File: config.mk
export PLATFORM = sky130hd
export DESIGN_NAME = agz_cfg_regs
export DESIGN_NICKNAME = d
export VERILOG_FILES = /design/src/core/agz_pkg.sv /design/src/core/agz_gain_scale.sv /design/src/core/agz_cfg_regs.sv
export SDC_FILE = /design/constraint.sdc
export NUM_CORES = 1
export LEC_CHECK = 0
export BUFFER_PORTS_ARGS = -buffer_cell sky130_fd_sc_hd__buf_4
export CORE_MARGIN = 2
export CORE_UTILIZATION = 65
export DETAILED_ROUTE_END_ITERATION = 6
export PLACE_DENSITY = 0.93
export SYNTH_ARGS = -nofsm -noshare
export SYNTH_HDL_FRONTEND = slang
export SYNTH_HIERARCHICAL = 1
export SYNTH_SLANG_ARGS = --single-unit
export TNS_END_PERCENT = 1
File: constraint.sdc
create_clock -name mclk -period 15.8 [get_ports mclk]
set_clock_uncertainty 0.05 [all_clocks]
set_input_delay 0 -clock mclk [delete_from_list [all_inputs] [get_ports mclk]]
set_output_delay 0 -clock mclk [all_outputs]
set_load 0.02 [all_outputs]
File: src/core/agz_pkg.sv
// package: register map, field layout and timing for gain/zone/reset block
package agz_pkg;
	localparam int          NCH           = 2;
	localparam int          SMP_W         = 14;
	localparam int          COEF_W        = 16;
	localparam int          COEF_FRAC     = 12;
	localparam int          ADR_W         = 10;
	// page codes held in the page select register
	localparam logic [23:0] PG_GAIN_A     = 24'h610005;
	localparam logic [23:0] PG_GAIN_B     = 24'h610105;
	localparam logic [23:0] PG_MAIN_A     = 24'h680000;
	localparam logic [23:0] PG_MAIN_B     = 24'h680001;
	// word indices; byte address is four times the index
	localparam logic [9:0]  IDX_CORE_RST  = 10'h000;
	localparam logic [9:0]  IDX_ZONE      = 10'h0A2;
	localparam logic [9:0]  IDX_GAIN      = 10'h0A6;
	localparam logic [9:0]  IDX_PAGE      = 10'h100;
	localparam logic [9:0]  IDX_STAT      = 10'h101;
	// field positions
	localparam int          RST_BIT       = 0;
	localparam int          ZEN_BIT       = 3;
	localparam int          ZSEL_LSB      = 0;
	localparam int          ZSEL_W        = 3;
	localparam int          GAIN_LSB      = 0;
	localparam int          GAIN_W        = 4;
	localparam int          PAGE_W        = 24;
	localparam int          ST_RST_BIT    = 0;
	localparam int          ST_PEND_LSB   = 1;
	localparam int          ST_ZONE_A_LSB = 4;
	localparam int          ST_ZONE_B_LSB = 8;
	// reset values
	localparam logic        CORE_RST_RST  = 1'b0;
	localparam logic        ZEN_RST       = 1'b0;
	localparam logic [2:0]  ZSEL_RST      = 3'h0;
	localparam logic [3:0]  GAIN_RST      = 4'h0;
	localparam logic [23:0] PAGE_RST      = 24'h000000;
	// gain codes above this one are forbidden
	localparam logic [3:0]  GAIN_MAX      = 4'hB;
	// band codes
	localparam logic [2:0]  ZONE_FIRST    = 3'h0;
	localparam logic [2:0]  ZONE_SECOND   = 3'h1;
	localparam logic [2:0]  ZONE_THIRD    = 3'h2;
	// 10^(k/20) in Q4.12 for k = 0..11 dB
	localparam logic [15:0] GAIN_LUT [12] = '{
		16'h1000, 16'h11F4, 16'h1425, 16'h169A, 16'h195C, 16'h1C74,
		16'h1FED, 16'h23D2, 16'h2831, 16'h2D18, 16'h3299, 16'h38C5};
	// timing
	localparam int          MCLK_NS       = 25;
	localparam int          CORE_RST_NS   = 100;
	localparam int          CORE_RST_CYC  = (CORE_RST_NS + MCLK_NS - 1)
	                                        / MCLK_NS;
	typedef enum logic [1:0] {
		AGZ_SEQ_IDLE = 2'b00,
		AGZ_SEQ_FIRE = 2'b01,
		AGZ_SEQ_HOLD = 2'b10
	} agz_seq_t;
endpackage : agz_pkg

File: src/core/agz_gain_scale.sv
// per-channel digital gain stage ahead of the down-converter
`timescale 1ns/10ps
module agz_gain_scale
	import agz_pkg::*;
#(
	parameter int SW = agz_pkg::SMP_W
) (
	input  wire logic                  mclk,
	input  wire logic                  rst,
	input  wire logic                  core_rst,
	input  wire logic [agz_pkg::GAIN_W-1:0] gain_code,
	input  wire logic [SW-1:0]         smp_in,
	input  wire logic                  smp_in_vld,
	output logic      [SW-1:0]         smp_out,
	output logic                       smp_out_vld
);
	localparam int PW = SW + COEF_W + 1;
	localparam logic signed [PW-1:0] SMAX = PW'((1 <<< (SW - 1)) - 1);
	localparam logic signed [PW-1:0] SMIN = -PW'(1 <<< (SW - 1));

	logic        [COEF_W-1:0] coef;
	logic signed [PW-1:0]     prod;
	logic signed [PW-1:0]     shifted;
	logic        [SW-1:0]     sat_nxt;

	// forbidden codes fall back to unity rather than an undefined gain
	always_comb begin
		if (gain_code <= GAIN_MAX) begin
			coef = GAIN_LUT[gain_code];
		end else begin
			coef = GAIN_LUT[0];
		end
		prod    = PW'($signed(smp_in)) * $signed({1'b0, coef});
		shifted = prod >>> COEF_FRAC;
		if (shifted > SMAX) begin
			sat_nxt = SMAX[SW-1:0];
		end else if (shifted < SMIN) begin
			sat_nxt = SMIN[SW-1:0];
		end else begin
			sat_nxt = shifted[SW-1:0];
		end
	end

	always_ff @(posedge mclk or posedge rst) begin
		if (rst) begin
			smp_out     <= '0;
			smp_out_vld <= 1'b0;
		end else if (core_rst) begin
			smp_out     <= '0;
			smp_out_vld <= 1'b0;
		end else begin
			smp_out     <= sat_nxt;
			smp_out_vld <= smp_in_vld;
		end
	end
endmodule : agz_gain_scale

File: src/core/agz_cfg_regs.sv
// gain, core reset and band zone configuration registers on wishbone
//
// Behaviour
// - samples get 0 to 11 dB gain in 1 dB steps before down-conversion
// - each channel has its own gain register, chosen by register page
// - writing the reset bit 0-1-0 resets the whole core for both channels
// - new zone settings take effect only when the core reset is pulsed
// - zone enable bit 3 switches operating zone specification off or on
// - band select covers spectrum outside band table, or all when table off
// - band code 000 first, 001 second, 010 third band
// - each channel has its own main page with reset and zone registers
//
// Our own choice: the Wishbone register port.
`timescale 1ns/10ps
module agz_cfg_regs
	import agz_pkg::*;
(
	input  wire logic                   mclk,
	input  wire logic                   rst,
	// classic wishbone slave
	input  wire logic                   wb_cyc_i,
	input  wire logic                   wb_stb_i,
	input  wire logic                   wb_we_i,
	input  wire logic [11:0]            wb_adr_i,
	input  wire logic [3:0]             wb_sel_i,
	input  wire logic [31:0]            wb_dat_i,
	output logic      [31:0]            wb_dat_o,
	output logic                        wb_ack_o,
	// sample path, same clock
	input  wire logic [agz_pkg::SMP_W-1:0] smp_a_i,
	input  wire logic [agz_pkg::SMP_W-1:0] smp_b_i,
	input  wire logic                   smp_vld_i,
	output logic      [agz_pkg::SMP_W-1:0] dwn_smp_a,
	output logic      [agz_pkg::SMP_W-1:0] dwn_smp_b,
	output logic      [1:0]             dwn_smp_vld,
	// band table enables from the table logic, same clock
	input  wire logic                   band_tab_en_a,
	input  wire logic                   band_tab_en_b,
	// core reset and applied zone configuration
	output logic                        core_rst_o,
	output logic      [1:0]             zone_en_o,
	output logic      [2:0]             zone_sel_a_o,
	output logic      [2:0]             zone_sel_b_o,
	output logic      [2:0]             zone_band_a_o,
	output logic      [2:0]             zone_band_b_o,
	output logic      [1:0]             zone_whole_o
);
	import agz_pkg::*;

	localparam logic [2:0] CNT_LOAD = 3'(CORE_RST_CYC - 1);

	// bus decode
	logic                  req;
	logic                  wr_lane0;
	logic [ADR_W-1:0]      idx;
	logic                  ack_r;
	logic [31:0]           dat_r;
	logic [31:0]           rdata_nxt;

	// page select
	logic [PAGE_W-1:0]     page_r;
	logic                  pg_gain_a;
	logic                  pg_gain_b;
	logic                  pg_main_a;
	logic                  pg_main_b;

	// software-written registers, one copy per channel
	logic [GAIN_W-1:0]     gain_r     [NCH];
	logic                  rst_bit_r  [NCH];
	logic                  zen_r      [NCH];
	logic [ZSEL_W-1:0]     zsel_r     [NCH];

	// applied zone configuration
	logic                  zen_act_r  [NCH];
	logic [ZSEL_W-1:0]     zsel_act_r [NCH];
	logic [1:0]            pend;

	// core reset sequencer
	agz_seq_t              seq_r;
	agz_seq_t              seq_nxt;
	logic [2:0]            cnt_r;
	logic                  rst_any;
	logic                  rst_any_d_r;
	logic                  rst_rise;
	logic                  core_rst_r;

	logic                  wr_gain_sel [NCH];
	logic                  wr_main_sel [NCH];

	logic [SMP_W-1:0]      smp_in  [NCH];
	logic [SMP_W-1:0]      smp_out [NCH];
	logic [1:0]            band_tab_en;

	assign req       = wb_cyc_i & wb_stb_i & ~ack_r;
	assign idx       = wb_adr_i[11:2];
	assign wr_lane0  = req & wb_we_i & wb_sel_i[0];
	assign pg_gain_a = (page_r == PG_GAIN_A);
	assign pg_gain_b = (page_r == PG_GAIN_B);
	assign pg_main_a = (page_r == PG_MAIN_A);
	assign pg_main_b = (page_r == PG_MAIN_B);

	assign wr_gain_sel[0] = pg_gain_a;
	assign wr_gain_sel[1] = pg_gain_b;
	assign wr_main_sel[0] = pg_main_a;
	assign wr_main_sel[1] = pg_main_b;
	// the page select and status words answer on every page, so
	// software can always find its way back; only the per-channel
	// registers are gated by the page

	assign smp_in[0]   = smp_a_i;
	assign smp_in[1]   = smp_b_i;
	assign band_tab_en = {band_tab_en_b, band_tab_en_a};

	// one wait state: ack rises the edge after the request is seen
	always_ff @(posedge mclk or posedge rst) begin
		if (rst) begin
			ack_r <= 1'b0;
		end else begin
			ack_r <= req;
		end
	end

	always_ff @(posedge mclk or posedge rst) begin
		if (rst) begin
			dat_r <= '0;
		end else if (req & ~wb_we_i) begin
			dat_r <= rdata_nxt;
		end
	end

	// page register spans three byte lanes
	always_ff @(posedge mclk or posedge rst) begin
		if (rst) begin
			page_r <= PAGE_RST;
		end else if (req & wb_we_i & (idx == IDX_PAGE)) begin
			if (wb_sel_i[0]) begin
				page_r[7:0] <= wb_dat_i[7:0];
			end
			if (wb_sel_i[1]) begin
				page_r[15:8] <= wb_dat_i[15:8];
			end
			if (wb_sel_i[2]) begin
				page_r[23:16] <= wb_dat_i[23:16];
			end
		end
	end

	// per channel registers; reserved upper bits are never stored
	for (genvar c = 0; c < NCH; c++) begin : g_ch
		always_ff @(posedge mclk or posedge rst) begin
			if (rst) begin
				gain_r[c] <= GAIN_RST;
			end else if (wr_lane0 & wr_gain_sel[c] & (idx == IDX_GAIN)) begin
				gain_r[c] <= wb_dat_i[GAIN_LSB +: GAIN_W];
			end
		end

		always_ff @(posedge mclk or posedge rst) begin
			if (rst) begin
				rst_bit_r[c] <= CORE_RST_RST;
			end else if (wr_lane0 & wr_main_sel[c]
			             & (idx == IDX_CORE_RST)) begin
				rst_bit_r[c] <= wb_dat_i[RST_BIT];
			end
		end

		// enable and band are held here but not yet applied
		always_ff @(posedge mclk or posedge rst) begin
			if (rst) begin
				zen_r[c]  <= ZEN_RST;
				zsel_r[c] <= ZSEL_RST;
			end else if (wr_lane0 & wr_main_sel[c] & (idx == IDX_ZONE)) begin
				zen_r[c]  <= wb_dat_i[ZEN_BIT];
				zsel_r[c] <= wb_dat_i[ZSEL_LSB +: ZSEL_W];
			end
		end

		// new zone values reach the core only on a core reset pulse
		always_ff @(posedge mclk or posedge rst) begin
			if (rst) begin
				zen_act_r[c]  <= ZEN_RST;
				zsel_act_r[c] <= ZSEL_RST;
			end else if (rst_rise & (seq_r == AGZ_SEQ_IDLE)) begin
				zen_act_r[c]  <= zen_r[c];
				zsel_act_r[c] <= zsel_r[c];
			end
		end

		assign pend[c] = (zen_act_r[c] != zen_r[c])
		               | (zsel_act_r[c] != zsel_r[c]);

		agz_gain_scale #(
			.SW          (SMP_W)
		) u_gain (
			.mclk        (mclk),
			.rst         (rst),
			.core_rst    (core_rst_r),
			.gain_code   (gain_r[c]),
			.smp_in      (smp_in[c]),
			.smp_in_vld  (smp_vld_i),
			.smp_out     (smp_out[c]),
			.smp_out_vld (dwn_smp_vld[c])
		);
	end

	assign dwn_smp_a = smp_out[0];
	assign dwn_smp_b = smp_out[1];

	// either page's reset bit drives the one global reset
	assign rst_any  = rst_bit_r[0] | rst_bit_r[1];
	assign rst_rise = rst_any & ~rst_any_d_r;

	always_ff @(posedge mclk or posedge rst) begin
		if (rst) begin
			rst_any_d_r <= 1'b0;
		end else begin
			rst_any_d_r <= rst_any;
		end
	end

	// fire on the rising half of the pulse, then wait for it to close
	always_comb begin
		seq_nxt = seq_r;
		unique case (seq_r)
			AGZ_SEQ_IDLE: begin
				if (rst_rise) begin
					seq_nxt = AGZ_SEQ_FIRE;
				end
			end
			AGZ_SEQ_FIRE: begin
				if (cnt_r == 3'h0) begin
					seq_nxt = AGZ_SEQ_HOLD;
				end
			end
			AGZ_SEQ_HOLD: begin
				if (!rst_any) begin
					seq_nxt = AGZ_SEQ_IDLE;
				end
			end
			default: begin
				seq_nxt = AGZ_SEQ_IDLE;
			end
		endcase
	end

	always_ff @(posedge mclk or posedge rst) begin
		if (rst) begin
			seq_r <= AGZ_SEQ_IDLE;
		end else begin
			seq_r <= seq_nxt;
		end
	end

	always_ff @(posedge mclk or posedge rst) begin
		if (rst) begin
			cnt_r <= 3'h0;
		end else if (seq_r == AGZ_SEQ_IDLE) begin
			cnt_r <= CNT_LOAD;
		end else if (cnt_r != 3'h0) begin
			cnt_r <= cnt_r - 3'h1;
		end
	end

	// core reset lasts a fixed time regardless of how long bit stays high
	always_ff @(posedge mclk or posedge rst) begin
		if (rst) begin
			core_rst_r <= 1'b0;
		end else begin
			core_rst_r <= (seq_nxt == AGZ_SEQ_FIRE);
		end
	end

	// zone outputs from the applied copy only
	always_ff @(posedge mclk or posedge rst) begin
		if (rst) begin
			zone_en_o     <= '0;
			zone_sel_a_o  <= ZSEL_RST;
			zone_sel_b_o  <= ZSEL_RST;
			zone_whole_o  <= '0;
		end else begin
			zone_en_o     <= {zen_act_r[1], zen_act_r[0]};
			zone_sel_a_o  <= zsel_act_r[0];
			zone_sel_b_o  <= zsel_act_r[1];
			// without table entries the band spans the whole spectrum
			zone_whole_o  <= {zen_act_r[1] & ~band_tab_en[1],
			                  zen_act_r[0] & ~band_tab_en[0]};
		end
	end

	// one-hot decode of the first three bands; zero when disabled
	function automatic logic [2:0] band_dec(input logic en,
	                                        input logic [2:0] code);
		logic [2:0] oh;
		oh = 3'h0;
		if (en) begin
			unique case (code)
				ZONE_FIRST:  oh = 3'h1;
				ZONE_SECOND: oh = 3'h2;
				ZONE_THIRD:  oh = 3'h4;
				default:     oh = 3'h0;
			endcase
		end
		return oh;
	endfunction : band_dec

	always_ff @(posedge mclk or posedge rst) begin
		if (rst) begin
			zone_band_a_o <= 3'h0;
			zone_band_b_o <= 3'h0;
		end else begin
			zone_band_a_o <= band_dec(zen_act_r[0], zsel_act_r[0]);
			zone_band_b_o <= band_dec(zen_act_r[1], zsel_act_r[1]);
		end
	end

	// read mux; per-channel registers follow the current page, unmapped reads zero
	always_comb begin
		rdata_nxt = 32'h0000_0000;
		if (idx == IDX_PAGE) begin
			rdata_nxt[PAGE_W-1:0] = page_r;
		end else if (idx == IDX_STAT) begin
			rdata_nxt[ST_RST_BIT]              = core_rst_r;
			rdata_nxt[ST_PEND_LSB +: 2]        = pend;
			rdata_nxt[ST_ZONE_A_LSB +: ZSEL_W] = zsel_act_r[0];
			rdata_nxt[ST_ZONE_A_LSB + ZSEL_W]  = zen_act_r[0];
			rdata_nxt[ST_ZONE_B_LSB +: ZSEL_W] = zsel_act_r[1];
			rdata_nxt[ST_ZONE_B_LSB + ZSEL_W]  = zen_act_r[1];
		end else begin
			for (int c = 0; c < NCH; c++) begin
				if (wr_gain_sel[c] && idx == IDX_GAIN) begin
					rdata_nxt[GAIN_LSB +: GAIN_W] = gain_r[c];
				end
				if (wr_main_sel[c] && idx == IDX_CORE_RST) begin
					rdata_nxt[RST_BIT] = rst_bit_r[c];
				end
				if (wr_main_sel[c] && idx == IDX_ZONE) begin
					rdata_nxt[ZEN_BIT]            = zen_r[c];
					rdata_nxt[ZSEL_LSB +: ZSEL_W] = zsel_r[c];
				end
			end
		end
	end

	assign wb_ack_o   = ack_r;
	assign wb_dat_o   = dat_r;
	assign core_rst_o = core_rst_r;
endmodule : agz_cfg_regs

Word level (Yosys, flattened, before mapping):

Memories as Yosys holds them, arrays and structs flattened.
Index checks and enable logic that the tools add are counted.
Widths: inputs -> output; s select.

* input port bits: 84
* output and inout bits: 80
* word-level logic and storage cells: 142
* ROM bits: 512
* register bits after elaboration: 127
* memories kept: 2

Memories
* (no name shown): depth 16, bits a word 16, read ports 1, clocked after Yosys merged registers in 0, write ports 0, RTL line agz_gain_scale.sv:29 `coef = GAIN_LUT[gain_code];`
* (no name shown): depth 16, bits a word 16, read ports 1, clocked after Yosys merged registers in 0, write ports 0, RTL line agz_gain_scale.sv:29

* bitwise operators: 30
* multiplexer cells: 34
* equal/unequal tests: 19
* $lt $le $gt $ge: 8
* reductions and logical operators: 16
* add/subtract/negate cells: 1
* multiply operators: 2

Operator list (count)
* $eq 24x23->1 const B: 4
* $mux 16: 6
* $mux 14: 6
* $mul 14x17->31: 2
* $gt 19x14->1 const B: 2
* $lt 19x14->1 const B: 2
* $mux 12: 2
* $and 1x1->1: 20
* $eq 10x8->1 const B: 2
* $eq 10x9->1 const B: 2
* $pmux 3 s3: 2
* $mux 4: 4
* $mux 3: 5
* $ge 5x5->1 const B: 2
* $logic_not 10->1: 1
* $not 4->5: 2
* $logic_not 3->1: 3
* $le 4x4->1 const B: 2
* $mux 8: 1
* $eq 3x1->1 const B: 2
* $eq 3x2->1 const B: 2
* $logic_and 1x1->1: 6
* $mux 2: 3
* $ne 3x3->1: 2
* 12 further kinds: 25

Longest topological paths before layout:

* depth in word-level cells: 10
* mapped depth: 30
* mapped depth without buffers: 27

Hierarchy:

Netlist, hierarchy kept.

Modules (own cells, without submodules)
* agz_gain_scale at g_ch[1].u_gain: instances 1, area an instance 7887.6 um^2, sequential area each 375.4 um^2, cells an instance 897
* agz_gain_scale at g_ch[0].u_gain: instances 1, area an instance 7733.7 um^2, sequential area each 375.4 um^2, cells an instance 894
* agz_cfg_regs: instances 1, area an instance 4391.7 um^2, sequential area each 2452.4 um^2, cells an instance 341

Least setup slack after synthesis:

OpenSTA, ideal clock, no wires.

* path kind: reg2reg
* start point: register gain_r[5] (netlist name)
* end point: register g_ch[0].u_gain.smp_out[12]
* clock period less this slack: 7240 ps
* path buffers: 2
* data arrival time: 7072 ps
* path slack: 8560 ps
* setup time: 118 ps
* stages on the path, launching flop included: 29
* required time: 15632 ps
* cell sequence: dfrtp_1 > inv_1 > ha_1 > nor2b_1 > a21o_1 > clkbuf_1 > and2_1 > fa_1 > inv_1 > fa_1 > inv_1 > fa_1 > inv_1 > fa_1 > inv_1 > fa_1 > inv_1 > fa_1 > inv_1 > ha_1 > a211o_1 > o31a_1 > or2_4 > o41a_1 > nand2_1 > nand3_1 > o31a_1 > buf_6 > a21o_1

* cells in the longest elaborated chain, start to end: 10
* elaborated cells between the ends (all ways): 12
* classes of those cells: 1 x mul; 3 x order compare; 6 x mux; 1 x bitwise; 1 x memory

Ends and longest elaborated chain
* from (decl): RTL line agz_cfg_regs.sv:68 `logic [GAIN_W-1:0] gain_r [NCH];`
* from (signal, indexed assignment): RTL line agz_cfg_regs.sv:154 `gain_r[c] <= wb_dat_i[GAIN_LSB +: GAIN_W];`
* $not 4->5 (not written as such): RTL line agz_gain_scale.sv:29
* $mem_v2 16x16
* $mux 16 (not written as such) (2 in series): RTL line agz_gain_scale.sv:29
* $mux 16 *: RTL line agz_gain_scale.sv:28 `if (gain_code <= GAIN_MAX) begin`
* $mul 14x17->31 *: RTL line agz_gain_scale.sv:33 `prod = PW'($signed(smp_in)) * $signed({1'b0, coef});`
* $lt 19x14->1: RTL line agz_gain_scale.sv:37 `end else if (shifted < SMIN) begin`
* $mux 14: RTL line agz_gain_scale.sv:37
* $mux 14 *: RTL line agz_gain_scale.sv:35 `if (shifted > SMAX) begin`
* $mux 14 *: RTL line agz_gain_scale.sv:48 `end else if (core_rst) begin`
* to (signal assigned): RTL line agz_gain_scale.sv:52 `smp_out <= sat_nxt;`
* to (decl): RTL line agz_gain_scale.sv:14 `output logic [SW-1:0] smp_out,`

Mark *: on every way between the ends. The rest lies on a longest branch, timed or not. The select of a mux whose other input is x is not followed.
A chain may end at the register's enable or synchronous reset.

Worst setup path in the final report:

* start point: register gain_r[0] (netlist name)
* end point: register g_ch[1].u_gain.smp_out[2]

* cells in the longest elaborated chain, start to end: 10
* elaborated cells between the ends (all ways): 12
* classes of those cells: 1 x mul; 3 x order compare; 6 x mux; 1 x bitwise; 1 x memory

Ends and longest elaborated chain (RTL line)
* $not 4->5 (not written as such): agz_gain_scale.sv:29
* $mem_v2 16x16
* $mux 16 (not written as such) (2 in series): agz_gain_scale.sv:29
* $mux 16 *: agz_gain_scale.sv:28
* $mul 14x17->31 *: agz_gain_scale.sv:33
* $lt 19x14->1: agz_gain_scale.sv:37
* $mux 14: agz_gain_scale.sv:37
* $mux 14 *: agz_gain_scale.sv:35
* $mux 14 *: agz_gain_scale.sv:48
* to (signal assigned): agz_gain_scale.sv:52
* to (decl): agz_gain_scale.sv:14

Marked as above.

==> flow_summary.json <==
{
  "fin_cells": 2668,
  "worst-path-stages": 24,
  "clock_tree.htree_level_count": 4,
  "avgViaCountPerCell": 6.094,
  "crit_path_top_delay_cell": "o22ai_1",
  "hold-path-cell-count": 3,
  "placeableCoreArea_um2": 30430,
  "rr_startpoint": "gain_r[0]",
  "setup.worst_path.class": "flop to flop",
  "critical-path-max-stage-delay_ns": 1.09,
  "synth.top_cell.area_share_pct": 28.21,
  "cp.required_ns": 15.99,
  "maxClockFrequency_ghz": 0.1107,
  "cts_root_buf": "clkbuf_16",
  "netlist_area_um2": 20010,
  "fp.dieW_um": 179.5,
  "tritoncts": "yes",
  "layout_worst_path_cycle_share_pct": 57.15,
  "crit_end": "g_ch[1].u_gain/smp_out[2]",
  "yosys-top-cells-area": "fa_1, dfrtp_1, ha_1",
  "first_global_vias": 17635,
  "clock-sinks": 128,
  "avgRoutedWirePerCell_um": 19.74,
  "number_of_max_slew_violations_in_the_final_report": 0,
  "syn_avg_cell_area_um2": 9.387,
  "path_clk_slew_ns": 0.07,
  "post_dp_cell_area_um2": 21350,
  "cp.arrival_ns": 9.22,
  "synthToLayoutAreaGrowth_pct": 11.13,
  "path_buf_inv": 4,
  "track_usage_pct": 33.59,
  "timing.hold.worst.class": "primary input to flop",
  "maxCapViolations": 0,
  "final_cell_area_um2": 22240,
  "drc": 0,
  "numPortBuffers": 144,
  "leakagePower_nw": 11.78,
  "power.internal_mw": 0.6706,
  "worst_setup_path_start_kind": "flop",
  "combPwrFrac_pct": 28.9,
  "antenna_violating_nets_post_route": 0,
  "status": "finished clean",
  "synthDominantAreaCellType": "fa_1",
  "total_half_perimeter_wirelength_after_legalization_and_detailed_placement_um": 39400,
  "whs_ns": 0.01746,
  "boundaryPins": 164,
  "clock_power_share_pct": 37.8,
  "drc_marker_count_from_the_first_detailed_route_iteration": 1510,
  "gp_routability_congestion": 0.9568,
  "seq_power_share_pct": 33.4,
  "fin_tns_setup_ns": 0,
  "rr_endpoint": "g_ch[1].u_gain/smp_out[2]",
  "std_cell_rows": 64,
  "netSwitchingFraction_pct": 35.48,
  "floorplan.initialDensity_pct": 65.77,
  "r2r.worst_path.cells": 24,
  "floorplan.die_area_um2": 32210,
  "critPathTopFamily": "adder cells",
  "top_flip_flop_cell_by_instance_count_after_synthesis": "dfrtp_1",
  "grt_antenna_before_repair": 1,
  "timing.critical_path.mode_cell": "fa_1",
  "setup_repair_after_global_routing_missed_its_margin": "false",
  "power.total_mw": 1.040,
  "drt-pass1-iter-count": 6,
  "cts.repair.resized": 0,
  "worst_pin_slew_ns": 1.400,
  "detailroute.via_count": 16258,
  "seq_area_frac_synth_pct": 16.01,
  "cts_setup_buffers": 0,
  "global_route.overflow_total": 0,
  "critical_path.endpoint_type": "flop",
  "worst_skew_late_latency_ns": 0.43,
  "fraction_of_final_layout_cells_sized_beyond_drive_strength_1_pct": 12.37,
  "power-per-cell-area_nw_per_um2": 46.74,
  "power_switching_mw": 0.3689,
  "placed_cells": 2605,
  "number_of_enable_flip_flop_cells_after_synthesis": 0,
  "synthesis_warnings": 6,
  "minimum_setup_slack_among_reg_to_reg_paths_ns": 6.77,
  "synth_seq_cells": 128,
  "holdBufCountCts": 30,
  "critical_path.max_fanout": 14,
  "postRouteWirelength_um": 52670,
  "largest_net_degree_at_the_start_of_global_routing": 72,
  "report.final.hold_viol_count": 0,
  "die_h_um": 179.5,
  "irDropWorstVdd_mv": 0.08966,
  "path_cells": "inv_1 > ha_1 > nor2b_1 > a21oi_1 > o22ai_1 > nand2_1 > fa_1 > fa_1 > inv_1 > fa_1 > fa_1 > fa_1 > inv_1 > fa_1 > inv_1 > ha_1 > nand4_1 > o211a_1 > or4_4 > o211ai_1 > nor3b_2 > o21ai_1 > o41ai_2 > o21ai_0",
  "yosys_cell_types": 91,
  "cp-startpoint": "gain_r[0]",
  "numCtsBuffers": 17,
  "grt_first_pass_wirelength_um": 88010,
  "setup_viol_count_final": 0,
  "finalWorstPathRequiredPeriod_ns": 9.030,
  "post_synth_inst_count": 2132,
  "synth_async_sr_flop_share_pct": 100.0,
  "max_slew_headroom_pct": 6.647,
  "cts_max_path_buffers": 2,
  "nNetsFinal": 2862
}
==> sequential cells by signal, summed over array words and instances, names as in the netlist, 6 cells and up <==
name and cells:
zsel_act_r 6, zsel_r 6, gain_r 8, wb_dat_o 24, g_ch.u_gain/smp_out 28, page_r 24
==> layer usage <==
metal	track usage, %	vias up	part of all wire, %
met1	41.47	8052	37
li1	-	7056	-
met4	17.66	0	5.3
met5	0	-	0
met3	5.207	235	7.9
met2	57.20	915	50
==> worst reg2reg max path, stage by stage, from the launching register on <==
cell      delay (ns)
dfrtp_1         0.57
inv_1           0.18
ha_1            0.33
nor2b_1         0.23
a21oi_1         0.08
o22ai_1         1.09
nand2_1         0.21
fa_1            0.56
fa_1            0.51
inv_1           0.06
fa_1            0.49
fa_1            0.43
fa_1            0.49
inv_1           0.06
fa_1            0.49
inv_1           0.06
ha_1            0.40
nand4_1         0.17
o211a_1         0.22
or4_4           0.54
o211ai_1        0.20
nor3b_2         0.24
o21ai_1         0.11
o41ai_2         0.81
o21ai_0         0.26
==> layout make-up <==
cell class | count | area (µm²)
sequential | 128 | 3203
fill | 1973 | 8188
clock inverter | 15 | 165.2
inverter | 378 | 1421
multi-input combinational | 1542 | 15020
timing repair buffer | 191 | 1509
antenna | 1 | 2.502
clock buffer | 17 | 425.4
tap | 396 | 495.5
==> how the worst min path moves through the flow <==
| stage | startpoint | endpoint | slack (ns) |
|---|---|---|---|
| finish | wb_adr_i[2] | wb_dat_o[11] | 0.02 |
| global route | wb_we_i | wb_dat_o[3] | 0.05 |
| CTS | wb_we_i | wb_dat_o[2] | 0.002 |
| detailed placement | rst | cnt_r[0] | -0.03 |
| global placement | rst | cnt_r[1] | -0.04 |
| floorplan | rst | g_ch[0].u_gain/smp_out[0] | -0.15 |
==> layout by cell type, fill, tap and decap left out, drive strengths merged, types with 13 or more instances in the layout <==
| cell type | instances |
|---|---|
| nor2b | 32 |
| mux2i | 13 |
| nand2 | 223 |
| fa | 282 |
| nor3 | 19 |
| o22ai | 15 |
| inv | 386 |
| xor2 | 22 |
| a22o | 13 |
| nand3 | 23 |
| o21ai | 64 |
| dlygate4sd3 | 30 |
| dfrtp | 128 |
| xnor2 | 18 |
| a21o | 29 |
| ha | 238 |
| buf | 161 |
| and2 | 193 |
| nand4 | 15 |
| a21oi | 62 |
| mux2 | 53 |
| clkbuf | 17 |
| nor2 | 70 |
==> synthesized netlist by cell type (all sizes together), types with 6 or more instances <==
cell type / instances
inv: 378
fa: 282
ha: 238
nand2: 223
and2: 193
dfrtp: 128
clkbuf: 73
nor2: 70
o21ai: 64
a21oi: 62
mux2: 53
nor2b: 32
a21o: 29
nand3: 23
xor2: 22
nor3: 19
buf: 18
xnor2: 18
nand4: 15
o22ai: 15
a22o: 13
mux2i: 13
a31oi: 11
o31ai: 11
or2: 11
nand2b: 10
a211oi: 8
nor4: 8
and3: 7
o21a: 6
==> power by group through the flow <==
stage | logic, mW | registers (mW) | clock network (mW)
2_1_floorplan | 0.176 | 0.365 | 0
3_3_place_gp | 0.276 | 0.351 | 0
3_5_place_dp | 0.285 | 0.351 | 0
4_1_cts | 0.295 | 0.346 | 0.388
5_1_grt | 0.326 | 0.347 | 0.408
6_report | 0.300 | 0.347 | 0.393
==> stage by stage <==
step	utilization [%]	worst slack, ns
after floorplan	-	8.560
after global placement	70.16	7.374
after detailed placement	70.16	6.991
after CTS	73.08	6.923
after global routing	73.09	6.231
final	73.09	6.770
==> cell families after synthesis <==
| logic type | count (synthesis) | share of synthesized area (%) |
|---|---|---|
| fa+ha+maj | 520 | 43.09 |
| other cells | 1 | 0.01874 |
| simple gates | 640 | 17.27 |
| buf+inv | 469 | 9.078 |
| flops | 128 | 16.00 |
| mux | 66 | 3.726 |
| xor+xnor | 40 | 1.751 |
| compound gates | 268 | 9.065 |
Power figures use the tool's default switching activity.
